### config.mk
export PLATFORM = sky130hd
export DESIGN_NAME = imc_master
export DESIGN_NICKNAME = d
export VERILOG_FILES = /design/src/logic/imc_pkg.sv /design/src/logic/imc_in_if.sv /design/src/logic/imc_master.sv /design/src/logic/imc_filter.sv
export VERILOG_INCLUDE_DIRS = /design/src /design/src/logic
export SDC_FILE = /design/constraint.sdc
export NUM_CORES = 1
export LEC_CHECK = 0
export ABC_AREA = 1
export CAP_MARGIN = 10
export CORE_AREA = 2 2 109 111
export CTS_BUF_LIST = sky130_fd_sc_hd__clkbuf_8
export CTS_CLUSTER_SIZE = 10
export DETAILED_ROUTE_END_ITERATION = 6
export DIE_AREA = 0 0 111 113
export DONT_BUFFER_PORTS = 1
export GPL_ROUTABILITY_DRIVEN = 0
export PLACE_DENSITY = 0.54
export SETUP_SLACK_MARGIN = 0.15
export SYNTH_ARGS = -nofsm -noshare
export SYNTH_HDL_FRONTEND = slang
export SYNTH_SLANG_ARGS = --single-unit
### constraint.sdc
create_clock -name ref_clk -period 2.6 [get_ports ref_clk]
set_input_delay 0.52 -clock ref_clk [delete_from_list [all_inputs] [get_ports ref_clk]]
set_output_delay 0.52 -clock ref_clk [all_outputs]
set_load 0.02 [all_outputs]
### src/logic/imc_map.svh
// Notes on behaviour
// - Acts only as bus master; never answers as an addressed slave.
// - Single master assumed; no hardware arbitration, software resolves contention.
// - Address, data and acknowledge travel on the data line, MSB first.
// - With the alternate function selected both pins drive open-drain only.
// - The controller makes the serial clock and moves whole bytes.
// - Slave may hold clock low in high phase; resume after release.
// - Any number of data bytes per transfer until stop is requested.
// - Serial clock supports data rates up to 400 kbit/s.
// - Single-byte read: start, address, byte, NAK, receive event with NAK event, stop.
// - Ten-bit first byte is 11110, two high address bits, direction bit.
// - Ten-bit read: write prefix, second byte, repeated start, read prefix.
// - Start goes out only once a byte is loaded; otherwise it waits.
// - Start during a byte follows its acknowledge; a pending stop goes first.
// - Start request clears after start sent or when disabled, not by software.
// - Stop follows the byte being sent or the byte being received.
// - Stop request clears after stop sent, at a baud tick while idle, or when disabled, not by software.
// - Baud tick event each time the baud counter reaches zero.
// - Transmit-empty event while the data register is empty and enabled.
// - NAK request not-acknowledges the next read byte, then clears itself.
// - Flush empties the data register and sets the empty flag.
// - Filter rejects one-cycle pulses on both inputs, adds three cycles latency.
`ifndef IMC_MAP_SVH
`define IMC_MAP_SVH
`define IMC_CLK_HZ        10000000
`define IMC_MAX_BIT_HZ    400000
`define IMC_MIN_HALF_CYC  ((`IMC_CLK_HZ + 2 * `IMC_MAX_BIT_HZ - 1) / (2 * `IMC_MAX_BIT_HZ))
`define IMC_BAUD_W        16
`define IMC_ACK_BIT       4'h8
`define IMC_TENBIT_PREFIX 5'h1E
`define IMC_LINE_SCL      0
`define IMC_LINE_SDA      1
`endif

### src/logic/imc_pkg.sv
`default_nettype none
package imc_pkg;
  typedef enum logic [9:0] {
    ST_IDLE  = 10'h001,
    ST_STA_A = 10'h002,
    ST_STA_B = 10'h004,
    ST_STA_C = 10'h008,
    ST_LO    = 10'h010,
    ST_HI    = 10'h020,
    ST_HOLD  = 10'h040,
    ST_STP_A = 10'h080,
    ST_STP_B = 10'h100,
    ST_STP_C = 10'h200
  } imc_state_e;
endpackage : imc_pkg
`default_nettype wire

### src/logic/imc_in_if.sv
`default_nettype none
interface imc_in_if;
  logic [1:0] raw;
  logic       en;
  logic [1:0] clean;
  modport filt (input raw, input en, output clean);
  modport ctl  (output raw, output en, input clean);
endinterface : imc_in_if
`default_nettype wire

### src/logic/imc_master.sv
`default_nettype none
`include "imc_map.svh"
module imc_master
  import imc_pkg::*;
(
  // Clock and reset
  input  wire logic                   ref_clk,
  input  wire logic                   rstn,
  // Configuration
  input  wire logic                   controller_enable,
  input  wire logic                   input_filter_en,
  input  wire logic                   baud_tick_irq_en,
  input  wire logic                   tx_empty_irq_en,
  input  wire logic                   pin_alt_sel,
  input  wire logic [`IMC_BAUD_W-1:0] baud_reload,
  // Software requests
  input  wire logic                   start_set,
  input  wire logic                   stop_set,
  input  wire logic                   nak_set,
  input  wire logic                   flush,
  input  wire logic                   data_wr,
  input  wire logic [7:0]             data_in,
  input  wire logic                   data_rd,
  // Status and events
  output var  logic [7:0]             rx_data,
  output logic                        tx_data_empty_flag,
  output logic                        start_pending,
  output logic                        stop_pending,
  output logic                        nak_pending,
  output logic                        bus_busy,
  output logic                        addr_tenbit,
  output logic                        rx_irq,
  output logic                        nak_irq,
  output logic                        tx_irq,
  output logic                        baud_irq,
  // Bus pins
  input  wire logic                   scl_in,
  output logic                        scl_out,
  output logic                        scl_oe,
  input  wire logic                   sda_in,
  output logic                        sda_out,
  output logic                        sda_oe
);
  imc_in_if lines ();

  assign lines.raw[`IMC_LINE_SCL] = scl_in;
  assign lines.raw[`IMC_LINE_SDA] = sda_in;
  assign lines.en                 = input_filter_en;

  imc_filter u_filter (
    .ref_clk (ref_clk),
    .rstn    (rstn),
    .lines   (lines)
  );

  logic scl_f;
  logic sda_f;
  assign scl_f = lines.clean[`IMC_LINE_SCL];
  assign sda_f = lines.clean[`IMC_LINE_SDA];

  imc_state_e             state_reg;
  imc_state_e             state_next;
  logic [`IMC_BAUD_W-1:0] cnt_reg;
  logic [`IMC_BAUD_W-1:0] cnt_next;
  logic [7:0]             shift_reg;
  logic [7:0]             shift_next;
  logic [3:0]             bit_reg;
  logic [3:0]             bit_next;
  logic [7:0]             tx_data_reg;
  logic [7:0]             tx_data_next;
  logic                   tx_full_reg;
  logic                   tx_full_next;
  logic [7:0]             rx_data_next;
  logic                   rx_full_reg;
  logic                   rx_full_next;
  logic                   rd_mode_reg;
  logic                   rd_mode_next;
  logic                   first_reg;
  logic                   first_next;
  logic                   tenbit_reg;
  logic                   tenbit_next;
  logic                   start_reg;
  logic                   start_next;
  logic                   stop_reg;
  logic                   stop_next;
  logic                   nak_reg;
  logic                   nak_next;
  logic                   nak_flag_reg;
  logic                   nak_flag_next;
  logic                   scl_pull_reg;
  logic                   scl_pull_next;
  logic                   sda_pull_reg;
  logic                   sda_pull_next;
  logic                   baud_irq_reg;
  logic                   baud_irq_next;

  logic [`IMC_BAUD_W-1:0] half_cyc;
  logic                   cnt_run;
  logic                   stretch;
  logic                   tick;
  logic                   sending;
  logic                   load;

  assign half_cyc = (baud_reload < `IMC_BAUD_W'(`IMC_MIN_HALF_CYC)) ?
                    `IMC_BAUD_W'(`IMC_MIN_HALF_CYC) : baud_reload;
  assign stretch  = !scl_pull_reg && !scl_f &&
                    (state_reg == ST_HI || state_reg == ST_STA_A ||
                     state_reg == ST_STP_B || state_reg == ST_STA_B);
  assign cnt_run  = (controller_enable || baud_tick_irq_en) && !stretch;
  assign tick     = cnt_run && (cnt_reg == '0);
  assign sending  = first_reg || !rd_mode_reg;

  always_comb begin
    cnt_next      = cnt_reg;
    baud_irq_next = 1'b0;
    if (!cnt_run) begin
      cnt_next = half_cyc - `IMC_BAUD_W'(1);
    end else if (tick) begin
      cnt_next      = half_cyc - `IMC_BAUD_W'(1);
      baud_irq_next = baud_tick_irq_en;
    end else begin
      cnt_next = cnt_reg - `IMC_BAUD_W'(1);
    end
  end

  always_ff @(posedge ref_clk or negedge rstn) begin
    if (!rstn) begin
      cnt_reg      <= '0;
      baud_irq_reg <= 1'b0;
    end else begin
      cnt_reg      <= cnt_next;
      baud_irq_reg <= baud_irq_next;
    end
  end

  always_comb begin
    state_next    = state_reg;
    shift_next    = shift_reg;
    bit_next      = bit_reg;
    tx_data_next  = tx_data_reg;
    tx_full_next  = tx_full_reg;
    rx_data_next  = rx_data;
    rx_full_next  = rx_full_reg;
    rd_mode_next  = rd_mode_reg;
    first_next    = first_reg;
    tenbit_next   = tenbit_reg;
    start_next    = start_reg;
    stop_next     = stop_reg;
    nak_next      = nak_reg;
    nak_flag_next = nak_flag_reg;
    scl_pull_next = scl_pull_reg;
    sda_pull_next = sda_pull_reg;
    load          = 1'b0;
    if (data_rd) begin
      rx_full_next = 1'b0;
    end
    case (state_reg)
      ST_IDLE: begin
        scl_pull_next = 1'b0;
        sda_pull_next = 1'b0;
        if (tick && stop_reg) begin
          stop_next = 1'b0;
        end else if (tick && start_reg && tx_full_reg) begin
          state_next = ST_STA_A;
        end
      end
      ST_STA_A: begin
        // Release data before clock so a repeated start is not seen as a stop
        scl_pull_next = scl_pull_reg && sda_pull_reg;
        sda_pull_next = 1'b0;
        if (tick) begin
          state_next = ST_STA_B;
        end
      end
      ST_STA_B: begin
        sda_pull_next = 1'b1;
        if (tick) begin
          state_next = ST_STA_C;
          start_next = 1'b0;
        end
      end
      ST_STA_C: begin
        scl_pull_next = 1'b1;
        if (tick) begin
          load          = 1'b1;
          first_next    = 1'b1;
          nak_flag_next = 1'b0;
          rd_mode_next  = tx_data_reg[0];
          tenbit_next   = (tx_data_reg[7:3] == `IMC_TENBIT_PREFIX);
          state_next    = ST_LO;
        end
      end
      ST_LO: begin
        scl_pull_next = 1'b1;
        // MSB first drive, only once the clock is already held low
        if (scl_pull_reg && bit_reg != `IMC_ACK_BIT) begin
          sda_pull_next = sending && !shift_reg[7];
        end else if (scl_pull_reg) begin
          sda_pull_next = !sending && !nak_reg;
        end
        if (tick) begin
          state_next = ST_HI;
        end
      end
      ST_HI: begin
        scl_pull_next = 1'b0;
        if (tick) begin
          if (bit_reg != `IMC_ACK_BIT) begin
            shift_next = {shift_reg[6:0], sda_f};
            bit_next   = bit_reg + 4'h1;
            state_next = ST_LO;
          end else begin
            first_next = 1'b0;
            state_next = ST_HOLD;
            if (sending) begin
              if (sda_f) begin
                nak_flag_next = 1'b1;
              end
            end else begin
              rx_data_next = shift_reg;
              rx_full_next = 1'b1;
              if (nak_reg) begin
                nak_next      = 1'b0;
                nak_flag_next = 1'b1;
              end
            end
          end
        end
      end
      ST_HOLD: begin
        scl_pull_next = 1'b1;
        if (tick) begin
          if (stop_reg) begin
            state_next = ST_STP_A;
          end else if (start_reg && tx_full_reg) begin
            state_next = ST_STA_A;
          end else if (nak_flag_reg) begin
            state_next = ST_HOLD;
          end else if (rd_mode_reg && !rx_full_reg) begin
            bit_next   = 4'h0;
            state_next = ST_LO;
          end else if (!rd_mode_reg && tx_full_reg) begin
            load       = 1'b1;
            state_next = ST_LO;
          end
        end
      end
      ST_STP_A: begin
        sda_pull_next = 1'b1;
        if (tick) begin
          state_next = ST_STP_B;
        end
      end
      ST_STP_B: begin
        scl_pull_next = 1'b0;
        if (tick) begin
          state_next = ST_STP_C;
        end
      end
      ST_STP_C: begin
        sda_pull_next = 1'b0;
        if (tick) begin
          stop_next  = 1'b0;
          state_next = ST_IDLE;
        end
      end
      default: begin
        state_next = ST_IDLE;
      end
    endcase
    if (load) begin
      shift_next   = tx_data_reg;
      bit_next     = 4'h0;
      tx_full_next = 1'b0;
    end
    if (data_wr) begin
      tx_data_next = data_in;
      tx_full_next = 1'b1;
    end
    if (flush) begin
      tx_full_next = 1'b0;
    end
    if (start_set) begin
      start_next = 1'b1;
    end
    if (stop_set) begin
      stop_next = 1'b1;
    end
    if (nak_set) begin
      nak_next = 1'b1;
    end
    if (!controller_enable) begin
      state_next    = ST_IDLE;
      start_next    = 1'b0;
      stop_next     = 1'b0;
      nak_next      = 1'b0;
      nak_flag_next = 1'b0;
      scl_pull_next = 1'b0;
      sda_pull_next = 1'b0;
    end
  end

  always_ff @(posedge ref_clk or negedge rstn) begin
    if (!rstn) begin
      state_reg    <= ST_IDLE;
      shift_reg    <= 8'h00;
      bit_reg      <= 4'h0;
      tx_data_reg  <= 8'h00;
      tx_full_reg  <= 1'b0;
      rx_data      <= 8'h00;
      rx_full_reg  <= 1'b0;
      rd_mode_reg  <= 1'b0;
      first_reg    <= 1'b0;
      tenbit_reg   <= 1'b0;
      start_reg    <= 1'b0;
      stop_reg     <= 1'b0;
      nak_reg      <= 1'b0;
      nak_flag_reg <= 1'b0;
      scl_pull_reg <= 1'b0;
      sda_pull_reg <= 1'b0;
    end else begin
      state_reg    <= state_next;
      shift_reg    <= shift_next;
      bit_reg      <= bit_next;
      tx_data_reg  <= tx_data_next;
      tx_full_reg  <= tx_full_next;
      rx_data      <= rx_data_next;
      rx_full_reg  <= rx_full_next;
      rd_mode_reg  <= rd_mode_next;
      first_reg    <= first_next;
      tenbit_reg   <= tenbit_next;
      start_reg    <= start_next;
      stop_reg     <= stop_next;
      nak_reg      <= nak_next;
      nak_flag_reg <= nak_flag_next;
      scl_pull_reg <= scl_pull_next;
      sda_pull_reg <= sda_pull_next;
    end
  end

  assign scl_out = 1'b0;
  assign sda_out = 1'b0;
  assign scl_oe  = pin_alt_sel && scl_pull_reg;
  assign sda_oe  = pin_alt_sel && sda_pull_reg;

  assign tx_data_empty_flag = !tx_full_reg;
  assign start_pending      = start_reg;
  assign stop_pending       = stop_reg;
  assign nak_pending        = nak_reg;
  assign bus_busy           = (state_reg != ST_IDLE);
  assign addr_tenbit        = tenbit_reg;
  assign rx_irq             = rx_full_reg;
  assign nak_irq            = nak_flag_reg;
  assign tx_irq             = tx_empty_irq_en && controller_enable && !tx_full_reg;
  assign baud_irq           = baud_irq_reg;
endmodule : imc_master
`default_nettype wire

### src/logic/imc_filter.sv
`default_nettype none
module imc_filter
  import imc_pkg::*;
(
  // Clock and reset
  input wire logic ref_clk,
  input wire logic rstn,
  // Bus lines
  imc_in_if.filt   lines
);
  genvar i;
  generate
    for (i = 0; i < 2; i++) begin : g_line
      logic s1_reg;
      logic s2_reg;
      logic h0_reg;
      logic h1_reg;
      logic f_reg;
      logic f_next;
      always_comb begin
        f_next = (h0_reg == h1_reg) ? h1_reg : f_reg;
      end
      always_ff @(posedge ref_clk or negedge rstn) begin
        if (!rstn) begin
          s1_reg <= 1'b1;
          s2_reg <= 1'b1;
          h0_reg <= 1'b1;
          h1_reg <= 1'b1;
          f_reg  <= 1'b1;
        end else begin
          s1_reg <= lines.raw[i];
          s2_reg <= s1_reg;
          h0_reg <= s2_reg;
          h1_reg <= h0_reg;
          f_reg  <= f_next;
        end
      end
      assign lines.clean[i] = lines.en ? f_reg : s2_reg;
    end
  endgenerate
endmodule : imc_filter
`default_nettype wire

==> results.rst, run 1 <==
.. list-table::
   :header-rows: 1

   * - Metric
     - Value
   * - Run status
     - finished, final reports clean
   * - Post-route insts no fill
     - 749
   * - DP Area
     - 4600 um2
   * - Highest ir drop seen on vdd
     - approximately 250 uV
   * - Flip-flop count of the largest register, all copies and words added
     - 16
   * - CP Max Fanout
     - 7
   * - Storage element area
     - around 1900 um2
   * - Buffers from clock root to sink, at most
     - 2
   * - Fraction of synthesis flops using an asynchronous set or reset pin
     - 100%
   * - Cell Count Post-Placement
     - 726
   * - Initial DRC count
     - 228
   * - Remaining number of nets flagged by the antenna check after routing
     - 0
   * - Clock latency reported for the late side of the worst-skew pair
     - between 0.3 and 0.4 ns
   * - Portion of synthesized cell area occupied by the leading cell type
     - 36.3%
   * - Worst Skew
     - 0.00993 ns
   * - CTS HTree Levels
     - 3
   * - Max-cap violations
     - 0
   * - Post-synthesis cell area
     - 4480 um2
   * - Number of fill cells in the layout
     - approximately 1,100
   * - Synthesized flop and latch total
     - 76
   * - Number of remaining DRC errors
     - 0
   * - Number of enable-type register cells in the synthesized netlist
     - 0
   * - Crit path launch type
     - flip-flop
   * - Fraction of final layout cells with drive strength greater than 1
     - 11.1%
   * - Initial Util
     - around two fifths
   * - Number of distinct library cells after synthesis
     - 46
   * - Largest cells by area after synthesis
     - sky130_fd_sc_hd__dfrtp_1 (36%), sky130_fd_sc_hd__nand2_1 (11%), sky130_fd_sc_hd__nor2_1 (7.5%), sky130_fd_sc_hd__inv_1 (6.8%), sky130_fd_sc_hd__dfstp_2 (6.5%)
   * - Quantity of I/O buffers inserted on ports
     - 0
   * - Area of the die
     - 12,500 um2
   * - Part of the Yosys area used for sequential elements
     - 42.8%
   * - Count of final hold-check violations
     - 0
   * - Largest net degree at the start of global routing
     - 67
   * - Area of the core region
     - 11,300 um2
   * - Total routing resource utilization after global routing
     - 17.5%
   * - Number of buffers and inverters on the critical path
     - 2
   * - Post-Route Hold Slack
     - roughly 0.028 ns
   * - Worst Setup End Kind
     - output pin
   * - Vias in the first global route
     - 3,678
   * - Final critical delay including setup and external delays
     - 2.29 ns
   * - Routed wl met2
     - 4850 um
   * - First drt pass iteration count
     - 5
   * - Number of antenna cells inserted
     - 0
   * - CTS root buffer
     - sky130_fd_sc_hd__clkbuf_8
   * - First-pass GRT wire length
     - 17,600 um
   * - Half-perimeter wire length of the detailed placement result
     - 7890 um
   * - Standard cell with the maximum stage delay on the critical path
     - sky130_fd_sc_hd__dfrtp_1
   * - Fin. max-slew vios
     - 0
   * - Yosys warnings
     - 0
   * - Final global-route overflow total
     - 0
   * - Drt via density
     - 4.93
   * - X dimension of the die
     - 111 um
   * - Total routed wire length on the met1 layer
     - around 5000 um
   * - Mean routed wirelength per cell
     - 14.0 um
   * - Most frequently used cell type in the post-synthesis netlist
     - sky130_fd_sc_hd__nand2_1
   * - List of cells traversed by the critical path
     - nor2_1 -> nand2_1 -> inv_1 -> nand4_1 -> buf_4
   * - Worst stage delay on the critical path
     - 0.42 ns
   * - Crit path kind
     - reg2out
   * - Initial antenna violation count
     - 0
   * - Clock tree from TritonCTS
     - yes
   * - Critical Path RT
     - 2.08 ns
   * - Clock slew at the register clock pins of the worst setup and hold paths
     - 0.08 ns
   * - Area added between synthesis and finish
     - 9.16%
   * - Row Count
     - 39
   * - Synthesized area per cell
     - approximately 7.6 um2
   * - Total negative slack
     - 0 ns
   * - CTS sink cnt
     - 76
   * - Number of clock buffers inserted by TritonCTS
     - 9
   * - Routed length on met3
     - 533 um
   * - Unrepaired setup endpoints after global routing
     - false
   * - Vertical extent of the die
     - 113 um
   * - Number of vias in the routed layout
     - 3,689
   * - Top delay family on crit path
     - simple AND/OR/NAND/NOR gates
   * - Post-synth top area cell
     - sky130_fd_sc_hd__dfrtp_1
   * - # nets final
     - 644
   * - Design Area, Final
     - 4890 um2
   * - Worst-Margin Slew
     - a little under 0.6 ns
   * - Area of the multi-input gates
     - around 2200 um2
   * - Main flop type after synthesis
     - sky130_fd_sc_hd__dfrtp_1
   * - # setup viols final
     - 0
   * - Fraction of the cycle the final worst path needs
     - 88.1%
   * - Class of the most critical hold timing path
     - in2async
   * - Top Ports
     - 61
   * - Commonest cells post-synth
     - sky130_fd_sc_hd__nand2_1 (137), sky130_fd_sc_hd__nor2_1 (90), sky130_fd_sc_hd__inv_1 (81)
   * - Highest achievable clock rate
     - 437 MHz
   * - Topmost layer with routed signal wires
     - met4
   * - Crit path DAT
     - roughly 1.8 ns
   * - Final wirelength
     - 10,500 um
   * - Pwr dens
     - 554 nW/um2
   * - Number of cells produced by synthesis
     - 590
   * - Leakage
     - 2.44 nW
   * - Worst rel slew slack
     - a little over 60%
-- final timing paths --
kind,from,end,slack [ns],depth (start not counted)
hold reg to reg,u_filter.g_line[0].s1_reg,u_filter.g_line[0].s2_reg,0.36,0
min in group ref_clk,sda_in,u_filter.g_line[1].s1_reg,0.17,0
setup / recovery,state_reg[7],bus_busy,0.31,5
max in group asynchronous,rstn,u_filter.g_line[0].s1_reg,1.70,1
hold / removal,rstn,state_reg[3],0.03,1
setup reg to reg,cnt_reg[0],rx_data[0],0.41,14
-- through the flow --
stage / setup slack, ns / util, % / power (W)
3_5_place_dp: 0.323 / 40.8 / 0.00172
6_report: 0.310 / 43.4 / 0.00271
2_1_floorplan: 0.638 / - / 0.00166
5_1_grt: 0.154 / 43.4 / 0.00287
4_1_cts: 0.305 / 43.0 / 0.00275
3_3_place_gp: 0.385 / 40.8 / 0.00171
-- layer usage --
| metal | up-vias | global-route usage, % |
|---|---|---|
| met5 | - | 0 |
| met2 | 83 | 28.7 |
| met4 | 0 | 5.58 |
| li1 | 1895 | - |
| met1 | 1707 | 23.0 |
| met3 | 4 | 4.45 |
-- final cells by class --
| cell class | count | area share (%) |
|---|---|---|
| inverter | 83 | 6.42 |
| timing repair buffer | 9 | 1.84 |
| tap | 143 | 3.66 |
| sequential | 76 | 39.2 |
| multi-input combinational | 422 | 44.4 |
| clock buffer | 10 | 2.81 |
| clock inverter | 6 | 1.64 |
-- kinds of logic (layout without fill, tap and decap cells) --
logic type                 count (synthesis)  count (layout)  share of synthesized area, %
xor gates and xnor gates                  17              17                          3.32
DFF                                       76              76                          42.8
buffers and inverters                     93             108                          8.80
adders and majority gates                  6               6                          1.56
and+or+nand+nor                          323             323                          33.6
muxes                                      2               2                         0.447
other                                      1               2                        0.0837
AOI/OAI and AO/OA                         72              72                          9.41
-- power by group --
part           switching (W)  internal, W
clock               0.000428     0.000559
combinational       0.000203     0.000139
sequential         0.0000958      0.00128
total               0.000727      0.00198
-- cells in the final DEF, fill, tap and decap left out, drive strengths merged, types with 2 or more instances in the layout --
cell type / synthesis / layout
a21oi: 9 / 9
a31oi: 2 / 2
buf: 7 / 8
bufinv: 0 / 2
clkbuf: 3 / 10
conb: 1 / 2
dfrtp: 65 / 65
dfstp: 11 / 11
ha: 4 / 4
inv: 83 / 85
maj3: 2 / 2
mux2i: 2 / 2
nand2: 145 / 145
nand3: 49 / 49
nand3b: 6 / 6
nand4: 9 / 9
nor2: 103 / 103
nor3: 7 / 7
o211ai: 3 / 3
o21ai: 51 / 51
o22ai: 2 / 2
xnor2: 5 / 5
xor2: 12 / 12
-- what timing repair did --
action / CTS / global route
hold buffers: 2 / 0
buffers inserted: 0 / 5
endpoints found under the setup margin: 0 / 15
gates resized for setup: 0 / 0
hold endpoints to repair: 66 / 0
-- worst register-to-register path: cells and delay by family, from the launching register on --
family | cells | cell delay (ns)
adder cells (fa/ha/maj) | 1 | 0.17
AND/OR/NAND/NOR | 11 | 1.45
flip-flops | 1 | 0.38
buffers and inverters | 2 | 0.15
Note: power is estimated with default switching activity, not from simulation.
==> run 2, diff against run 1 <==
CORE_AREA = 2 2 88 90   (was 2 2 109 111)
DIE_AREA = 0 0 90 92   (was 0 0 111 113)
PLACE_DENSITY = 0.77   (was 0.54)
==> results.rst, run 2 (same netlist as run 1, synthesis figures left out) <==
.. list-table::
   :header-rows: 1

   * - Metric
     - Value
   * - Run status
     - finished, final reports clean
   * - Area added between synthesis and finish
     - 6.76%
   * - Clock slew at the register clock pins of the worst setup and hold paths
     - 0.09 ns (about the same)
   * - Drt via density
     - 5.42 (+10%)
   * - Worst Reg2Reg Path Length in Cells
     - 14 (unchanged)
   * - CTS root buffer
     - sky130_fd_sc_hd__clkbuf_8
   * - Worst stage delay on the critical path
     - 0.42 ns (about the same)
   * - Total routing resource utilization after global routing
     - 25.6% (+8.0 points)
   * - Worst reg2reg path startpoint
     - cnt_reg[0]
   * - Worst slack at placement
     - 0.299 ns (-0.0247 ns)
   * - Half-perimeter wire length of the detailed placement result
     - 7280 um (-7.7%)
   * - Max-cap violations
     - 0 (unchanged)
   * - # setup viols final
     - 0 (unchanged)
   * - Critical Path RT
     - 2.08 ns (about the same)
   * - Number of remaining DRC errors
     - 0 (unchanged)
   * - List of cells traversed by the critical path
     - nor2_2 -> nand2_1 -> inv_1 -> nand4_1 -> buf_4
   * - Worst Skew
     - 0.0131 ns (+0.00319 ns)
   * - Class of the most critical hold timing path
     - in2async
   * - Min setup slack post-route
     - 0.294 ns (-0.0165 ns)
   * - CP Max Fanout
     - 7 (unchanged)
   * - Quantity of I/O buffers inserted on ports
     - 0 (unchanged)
   * - Worst rel slew slack
     - 61.7% (+0.69 points)
   * - Initial DRC count
     - 177 (-22%)
   * - Number of vias in the routed layout
     - 3,828 (+3.8%)
   * - Post-Route Hold Slack
     - 0.0398 ns (+0.0118 ns)
   * - Leakage
     - 2.40 nW (-1.5%)
   * - First-pass GRT wire length
     - 17,100 um (-2.7%)
   * - Remaining number of nets flagged by the antenna check after routing
     - 0 (unchanged)
   * - Mean routed wirelength per cell
     - 13.9 um (-0.25%)
   * - Reg-to-reg endpoint
     - rx_data[2]
   * - Top delay family on crit path
     - simple AND/OR/NAND/NOR gates
   * - Row Count
     - 32 (-18%)
   * - Clock tree from TritonCTS
     - yes
   * - Clock latency reported for the late side of the worst-skew pair
     - 0.36 ns (about the same)
   * - Area of the core region
     - 7450 um2 (-34%)
   * - # nets final
     - 642 (-0.31%)
   * - Highest ir drop seen on vdd
     - 413 uV (+68%)
   * - Flip-flop count of the largest register, all copies and words added
     - 16 (unchanged)
   * - Vertical extent of the die
     - 92 um (-19%)
   * - Number of fill cells in the layout
     - 665 (-41%)
   * - Standard cell with the maximum stage delay on the critical path
     - sky130_fd_sc_hd__dfrtp_1
   * - Worst-Margin Slew
     - 0.574 ns (-0.0104 ns)
   * - Final critical delay including setup and external delays
     - 2.31 ns (+0.0165 ns)
   * - X dimension of the die
     - 90 um (-19%)
   * - Highest achievable clock rate
     - 434 MHz (-0.72%)
   * - Most used cells in the layout excluding fill and tap cells
     - sky130_fd_sc_hd__nand2_1 (137), sky130_fd_sc_hd__nor2_1 (90), sky130_fd_sc_hd__inv_1 (81), sky130_fd_sc_hd__dfrtp_1 (65), sky130_fd_sc_hd__nand3_1 (48)
   * - Fin. max-slew vios
     - 0 (unchanged)
   * - Largest net degree at the start of global routing
     - 75 (+12%)
   * - CTS HTree Levels
     - 3 (unchanged)
   * - Area of the die
     - 8280 um2 (-34%)
   * - Count of final hold-check violations
     - 0 (unchanged)
   * - Fraction of final layout cells with drive strength greater than 1
     - 10.9% (-0.13 points)
   * - Commonest non-fill, non-tap cell in the layout
     - sky130_fd_sc_hd__nand2_1
   * - Buffers from clock root to sink, at most
     - 2 (unchanged)
   * - Crit path kind
     - reg2out
   * - Number of antenna cells inserted
     - 0 (unchanged)
   * - Total negative slack
     - 0 ns (unchanged)
   * - Number of clock buffers inserted by TritonCTS
     - 9 (unchanged)
   * - Worst Setup End Kind
     - output pin
   * - Number of buffers and inverters on the critical path
     - 2 (unchanged)
   * - Worst reg-to-reg setup slack
     - 0.38 ns (-0.03 ns)
   * - Final wirelength
     - 9850 um (-6.0%)
   * - Crit path launch type
     - flip-flop
   * - Final global-route overflow total
     - 0 (unchanged)
   * - CTS sink cnt
     - 76 (unchanged)
   * - Top Ports
     - 61 (unchanged)
   * - Fraction of the cycle the final worst path needs
     - 88.7% (+0.64 points)
   * - First drt pass iteration count
     - 5 (unchanged)
   * - Unrepaired setup endpoints after global routing
     - false
   * - Initial Util
     - 60.1% (+20 points)
   * - Crit path DAT
     - 1.79 ns (+0.02 ns)
   * - Initial antenna violation count
     - 0 (unchanged)
   * - Vias in the first global route
     - 3,752 (+2.0%)
   * - Pwr dens
     - 534 nW/um2 (-3.6%)
run 2: cell count changes in the layout (fill, tap and decap cells not counted):
| cell | delta |
|---|---|
| sky130_fd_sc_hd__clkinv_2 | +1 |
| sky130_fd_sc_hd__inv_6 | +1 |
| sky130_fd_sc_hd__clkinv_4 | +1 |
| sky130_fd_sc_hd__o21ai_1 | +1 |
| sky130_fd_sc_hd__bufinv_16 | -2 |
| sky130_fd_sc_hd__buf_4 | -2 |
| sky130_fd_sc_hd__clkinv_1 | +1 |
| sky130_fd_sc_hd__inv_1 | -2 |
| sky130_fd_sc_hd__o21ai_0 | -1 |
run 2: worst max path at each step:
stage	slack [ns]	startpoint	cells after the start	end
3_3_place_gp	0.42	cnt_reg[0]	14	rx_data[7]
6_report	0.29	state_reg[5]	5	bus_busy
4_1_cts	0.29	cnt_reg[0]	14	rx_data[4]
3_5_place_dp	0.30	cnt_reg[0]	14	rx_data[4]
2_1_floorplan	0.64	cnt_reg[0]	14	rx_data[0]
5_1_grt	0.14	cnt_reg[0]	14	rx_data[2]
run 2: through the flow:
stage / total power [W] / utilization (%) / instances / area, um2
final: 0.00255 / 64.2 / 706 / 4780
after global routing: 0.00269 / 64.2 / 706 / 4780
after CTS: 0.00256 / 63.9 / 703 / 4760
after detailed placement: 0.00172 / 61.0 / 685 / 4550
after global placement: 0.00170 / 61.0 / 685 / 4550
after floorplan: 0.00166 / - / 591 / 4480
run 2: what timing repair did:
| action | CTS | global route |
|---|---|---|
| hold buffers | 2 | 0 |
| buffers inserted | 0 | 3 |
| resized for setup | 0 | 1 |
| endpoints found under the hold margin | 74 | 0 |
| setup endpoints to repair | 0 | 14 |
run 2: area by class of cell:
cell class                      instances  area, um2  share of cell area [%]
Sequential cell                        76       1920                    40.1
Inverter                               83        314                    6.57
Tap cell                              102        128                    2.67
Timing Repair Buffer                    7       75.1                    1.57
Clock inverter                          6       38.8                   0.811
Clock buffer                           10        138                    2.88
Multi-Input combinational cell        422       2170                    45.4
run 2: where the power goes:
| group | switching (W) | internal, W |
|---|---|---|
| clock | 0.000456 | 0.000371 |
| combinational | 0.000208 | 0.000139 |
| sequential | 0.0000957 | 0.00128 |
run 2: metal layers:
| metal | part of all wire, % | track usage [%] |
|---|---|---|
| met1 | 45 | 33.7 |
| met2 | 47 | 42.6 |
| met3 | 5.7 | 5.42 |
| met5 | 0 | 0 |
| met4 | 2.0 | 8.08 |
==> run 3, diff against run 2 <==
CORE_AREA = 2 2 90 92   (was 2 2 88 90)
DIE_AREA = 0 0 92 94   (was 0 0 90 92)
PLACE_DENSITY = 0.74   (was 0.77)
==> results.rst, run 3 (same netlist as run 1, synthesis figures left out) <==
.. list-table::
   :header-rows: 1

   * - Metric
     - Value
   * - Quantity of I/O buffers inserted on ports
     - 0 (unchanged)
   * - Largest net degree at the start of global routing
     - 74 (-1.3%)
   * - Clock latency reported for the late side of the worst-skew pair
     - 0.36 ns (about the same)
   * - Vias in the first global route
     - 3,755 (+0.080%)
   * - Total routing resource utilization after global routing
     - 24.2% (-1.4 points)
   * - Area of the die
     - 8650 um2 (+4.4%)
   * - CTS HTree Levels
     - 3 (unchanged)
   * - Half-perimeter wire length of the detailed placement result
     - 7330 um (+0.76%)
   * - Initial antenna violation count
     - 0 (unchanged)
   * - First-pass GRT wire length
     - 16,700 um (-2.7%)
   * - Count of final hold-check violations
     - 0 (unchanged)
   * - Unrepaired setup endpoints after global routing
     - false
   * - # nets final
     - 641 (-0.16%)
   * - Drt via density
     - 5.37 (-1.0%)
   * - Psw
     - 0.000774 W (+1.8%)
   * - Highest achievable clock rate
     - 434 MHz (+0.11%)
   * - Fraction of the cycle the final worst path needs
     - 88.6% (-0.096 points)
   * - Post-cts resize count
     - 0 (unchanged)
   * - Number of vias in the routed layout
     - 3,783 (-1.2%)
   * - Total negative slack
     - 0 ns (unchanged)
   * - Design Area, Final
     - 4800 um2 (+0.31%)
   * - Buffers from clock root to sink, at most
     - 2 (unchanged)
   * - Mean routed wirelength per cell
     - 13.9 um (-0.45%)
   * - Highest ir drop seen on vdd
     - 294 uV (-29%)
   * - Initial DRC count
     - 165 (-6.8%)
   * - Vertical extent of the die
     - 94 um (+2.2%)
   * - Final wirelength
     - 9790 um (-0.59%)
   * - Switching share of power
     - 29.3% (-0.49 points)
   * - Crit path DAT
     - 1.78 ns (about the same)
   * - DP Area
     - 4550 um2 (unchanged)
   * - First drt pass iteration count
     - 5 (unchanged)
   * - Number of clock buffers inserted by TritonCTS
     - 9 (unchanged)
   * - Proportion of power drawn by flip-flops and latches
     - 52.2% (-1.8 points)
   * - Number of remaining DRC errors
     - 0 (unchanged)
   * - Row Count
     - 32 (unchanged)
   * - Most used cells in the layout excluding fill and tap cells
     - sky130_fd_sc_hd__nand2_1 (137), sky130_fd_sc_hd__nor2_1 (90), sky130_fd_sc_hd__inv_1 (81), sky130_fd_sc_hd__dfrtp_1 (65), sky130_fd_sc_hd__nand3_1 (48)
   * - Remaining number of nets flagged by the antenna check after routing
     - 0 (unchanged)
   * - Crit path launch type
     - flip-flop
   * - Fin. max-slew vios
     - 0 (unchanged)
   * - Class of the most critical hold timing path
     - in2async
   * - X dimension of the die
     - 92 um (+2.2%)
   * - Flip-flop count of the largest register, all copies and words added
     - 16 (unchanged)
   * - Internal power of the cells
     - 0.00187 W (+4.2%)
   * - Leakage
     - 2.40 nW (-0.16%)
   * - Clock slew at the register clock pins of the worst setup and hold paths
     - 0.09 ns (about the same)
   * - Worst Setup End Kind
     - output pin
   * - Proportion of power drawn by the clock network
     - 34.6% (+2.2 points)
   * - # setup viols final
     - 0 (unchanged)
   * - Max-cap violations
     - 0 (unchanged)
   * - Number of fill cells in the layout
     - 707 (+6.3%)
   * - Run status
     - finished, final reports clean
   * - Fraction of final layout cells with drive strength greater than 1
     - 10.9% (+0.018 points)
   * - Clock tree from TritonCTS
     - yes
   * - Logic pwr share
     - 13.2% (-0.4 points)
   * - CP Max Fanout
     - 7 (unchanged)
   * - Commonest non-fill, non-tap cell in the layout
     - sky130_fd_sc_hd__nand2_1
   * - CTS root buffer
     - sky130_fd_sc_hd__clkbuf_8
   * - Worst-Margin Slew
     - 0.584 ns (+0.0104 ns)
   * - CTS sink cnt
     - 76 (unchanged)
   * - Number of antenna cells inserted
     - 0 (unchanged)
   * - Area of the core region
     - 7610 um2 (+2.2%)
   * - Post-route insts no fill
     - 705 (-0.14%)
   * - Standard cell with the maximum stage delay on the critical path
     - sky130_fd_sc_hd__dfrtp_1
   * - Cell Count Post-Placement
     - 685 (unchanged)
   * - Worst Skew
     - 0.0123 ns (-0.000851 ns)
   * - Final critical delay including setup and external delays
     - 2.30 ns (-0.00250 ns)
   * - Final global-route overflow total
     - 0 (unchanged)
   * - Crit path kind
     - reg2out
   * - Critical Path RT
     - 2.08 ns (about the same)
   * - Worst stage delay on the critical path
     - 0.43 ns (about the same)
   * - List of cells traversed by the critical path
     - nor2_1 -> nand2_1 -> inv_1 -> nand4_1 -> buf_4
   * - Worst rel slew slack
     - 61.0% (-0.70 points)
   * - Pwr dens
     - 551 nW/um2 (+3.2%)
   * - Initial Util
     - 58.9% (-1.3 points)
   * - Area added between synthesis and finish
     - 7.09%
   * - Top Ports
     - 61 (unchanged)
==> run 3: cell count changes in the layout (fill, tap and decap cells not counted), sizes merged <==
cell      change
clkinvlp      +2
bufinv        +1
clkbuf        -1
clkinv        -2
buf           -1
==> run 3: worst max-delay path: cells and delay by family, from the launching register on <==
kind | cells | cell delay, ns
buffers and inverters | 2 | 0.38
and+or+nand+nor | 3 | 0.62
DFF | 1 | 0.43
==> run 3: power groups by stage <==
stage | logic [W] | registers [W] | clock network, W
detailed placement | 0.000324 | 0.00140 | 0
floorplan | 0.000277 | 0.00138 | 0
global placement | 0.000305 | 0.00140 | 0
finish | 0.000349 | 0.00138 | 0.000913
global route | 0.000407 | 0.00139 | 0.000981
CTS | 0.000355 | 0.00138 | 0.000929
==> run 3: per-layer routing <==
layer | routed length [um] | GRT usage, % | part of all wire, % | vias up
li1 | - | - | - | 1899
met5 | 0 | 0 | 0 | -
met3 | 602 | 5.38 | 6.1 | 21
met4 | 199 | 9.20 | 2.0 | 0
met1 | 4310 | 31.4 | 44 | 1740
met2 | 4680 | 39.8 | 48 | 123
==> run 3: layout make-up <==
type                            count  area, um2  area share (%)
Clock buffer                        9        124            2.58
Clock inverter                      7       75.1            1.56
Inverter                           83        314            6.55
Multi-Input combinational cell    422       2170            45.3
Sequential cell                    76       1920            39.9
Tap cell                          102        128            2.66
Timing Repair Buffer                6       67.6            1.41
==> run 3: stage by stage <==
step,hold slack (ns),setup slack [ns],utilization (%),power [W]
6_report,0.0351,0.296,63.1,0.00264
5_1_grt,0.0605,0.160,63.1,0.00278
4_1_cts,0.0530,0.246,62.9,0.00266
3_5_place_dp,0.227,0.269,59.8,0.00172
3_3_place_gp,0.227,0.407,59.8,0.00170
2_1_floorplan,0.224,0.638,-,0.00166
==> run 3: timing repair <==
| action | in CTS | in global routing |
|---|---|---|
| hold endpoints to repair | 73 | 0 |
| setup buffers | 0 | 2 |
| endpoints found under the setup margin | 0 | 14 |
| hold buffers | 2 | 0 |
==> run 3: path summary, 6_finish.rpt <==
check / endpoint / depth (start not counted) / start / slack, ns
setup reg to reg: rx_data[6] / 14 / cnt_reg[0] / 0.34
hold reg to reg: u_filter.g_line[0].h0_reg / 0 / u_filter.g_line[0].s2_reg / 0.36
hold / removal: bit_reg[0] / 1 / rstn / 0.04
min in group ref_clk: u_filter.g_line[0].s1_reg / 0 / scl_in / 0.15
setup / recovery: bus_busy / 5 / state_reg[7] / 0.30
max in group asynchronous: u_filter.g_line[1].s2_reg / 1 / rstn / 1.93
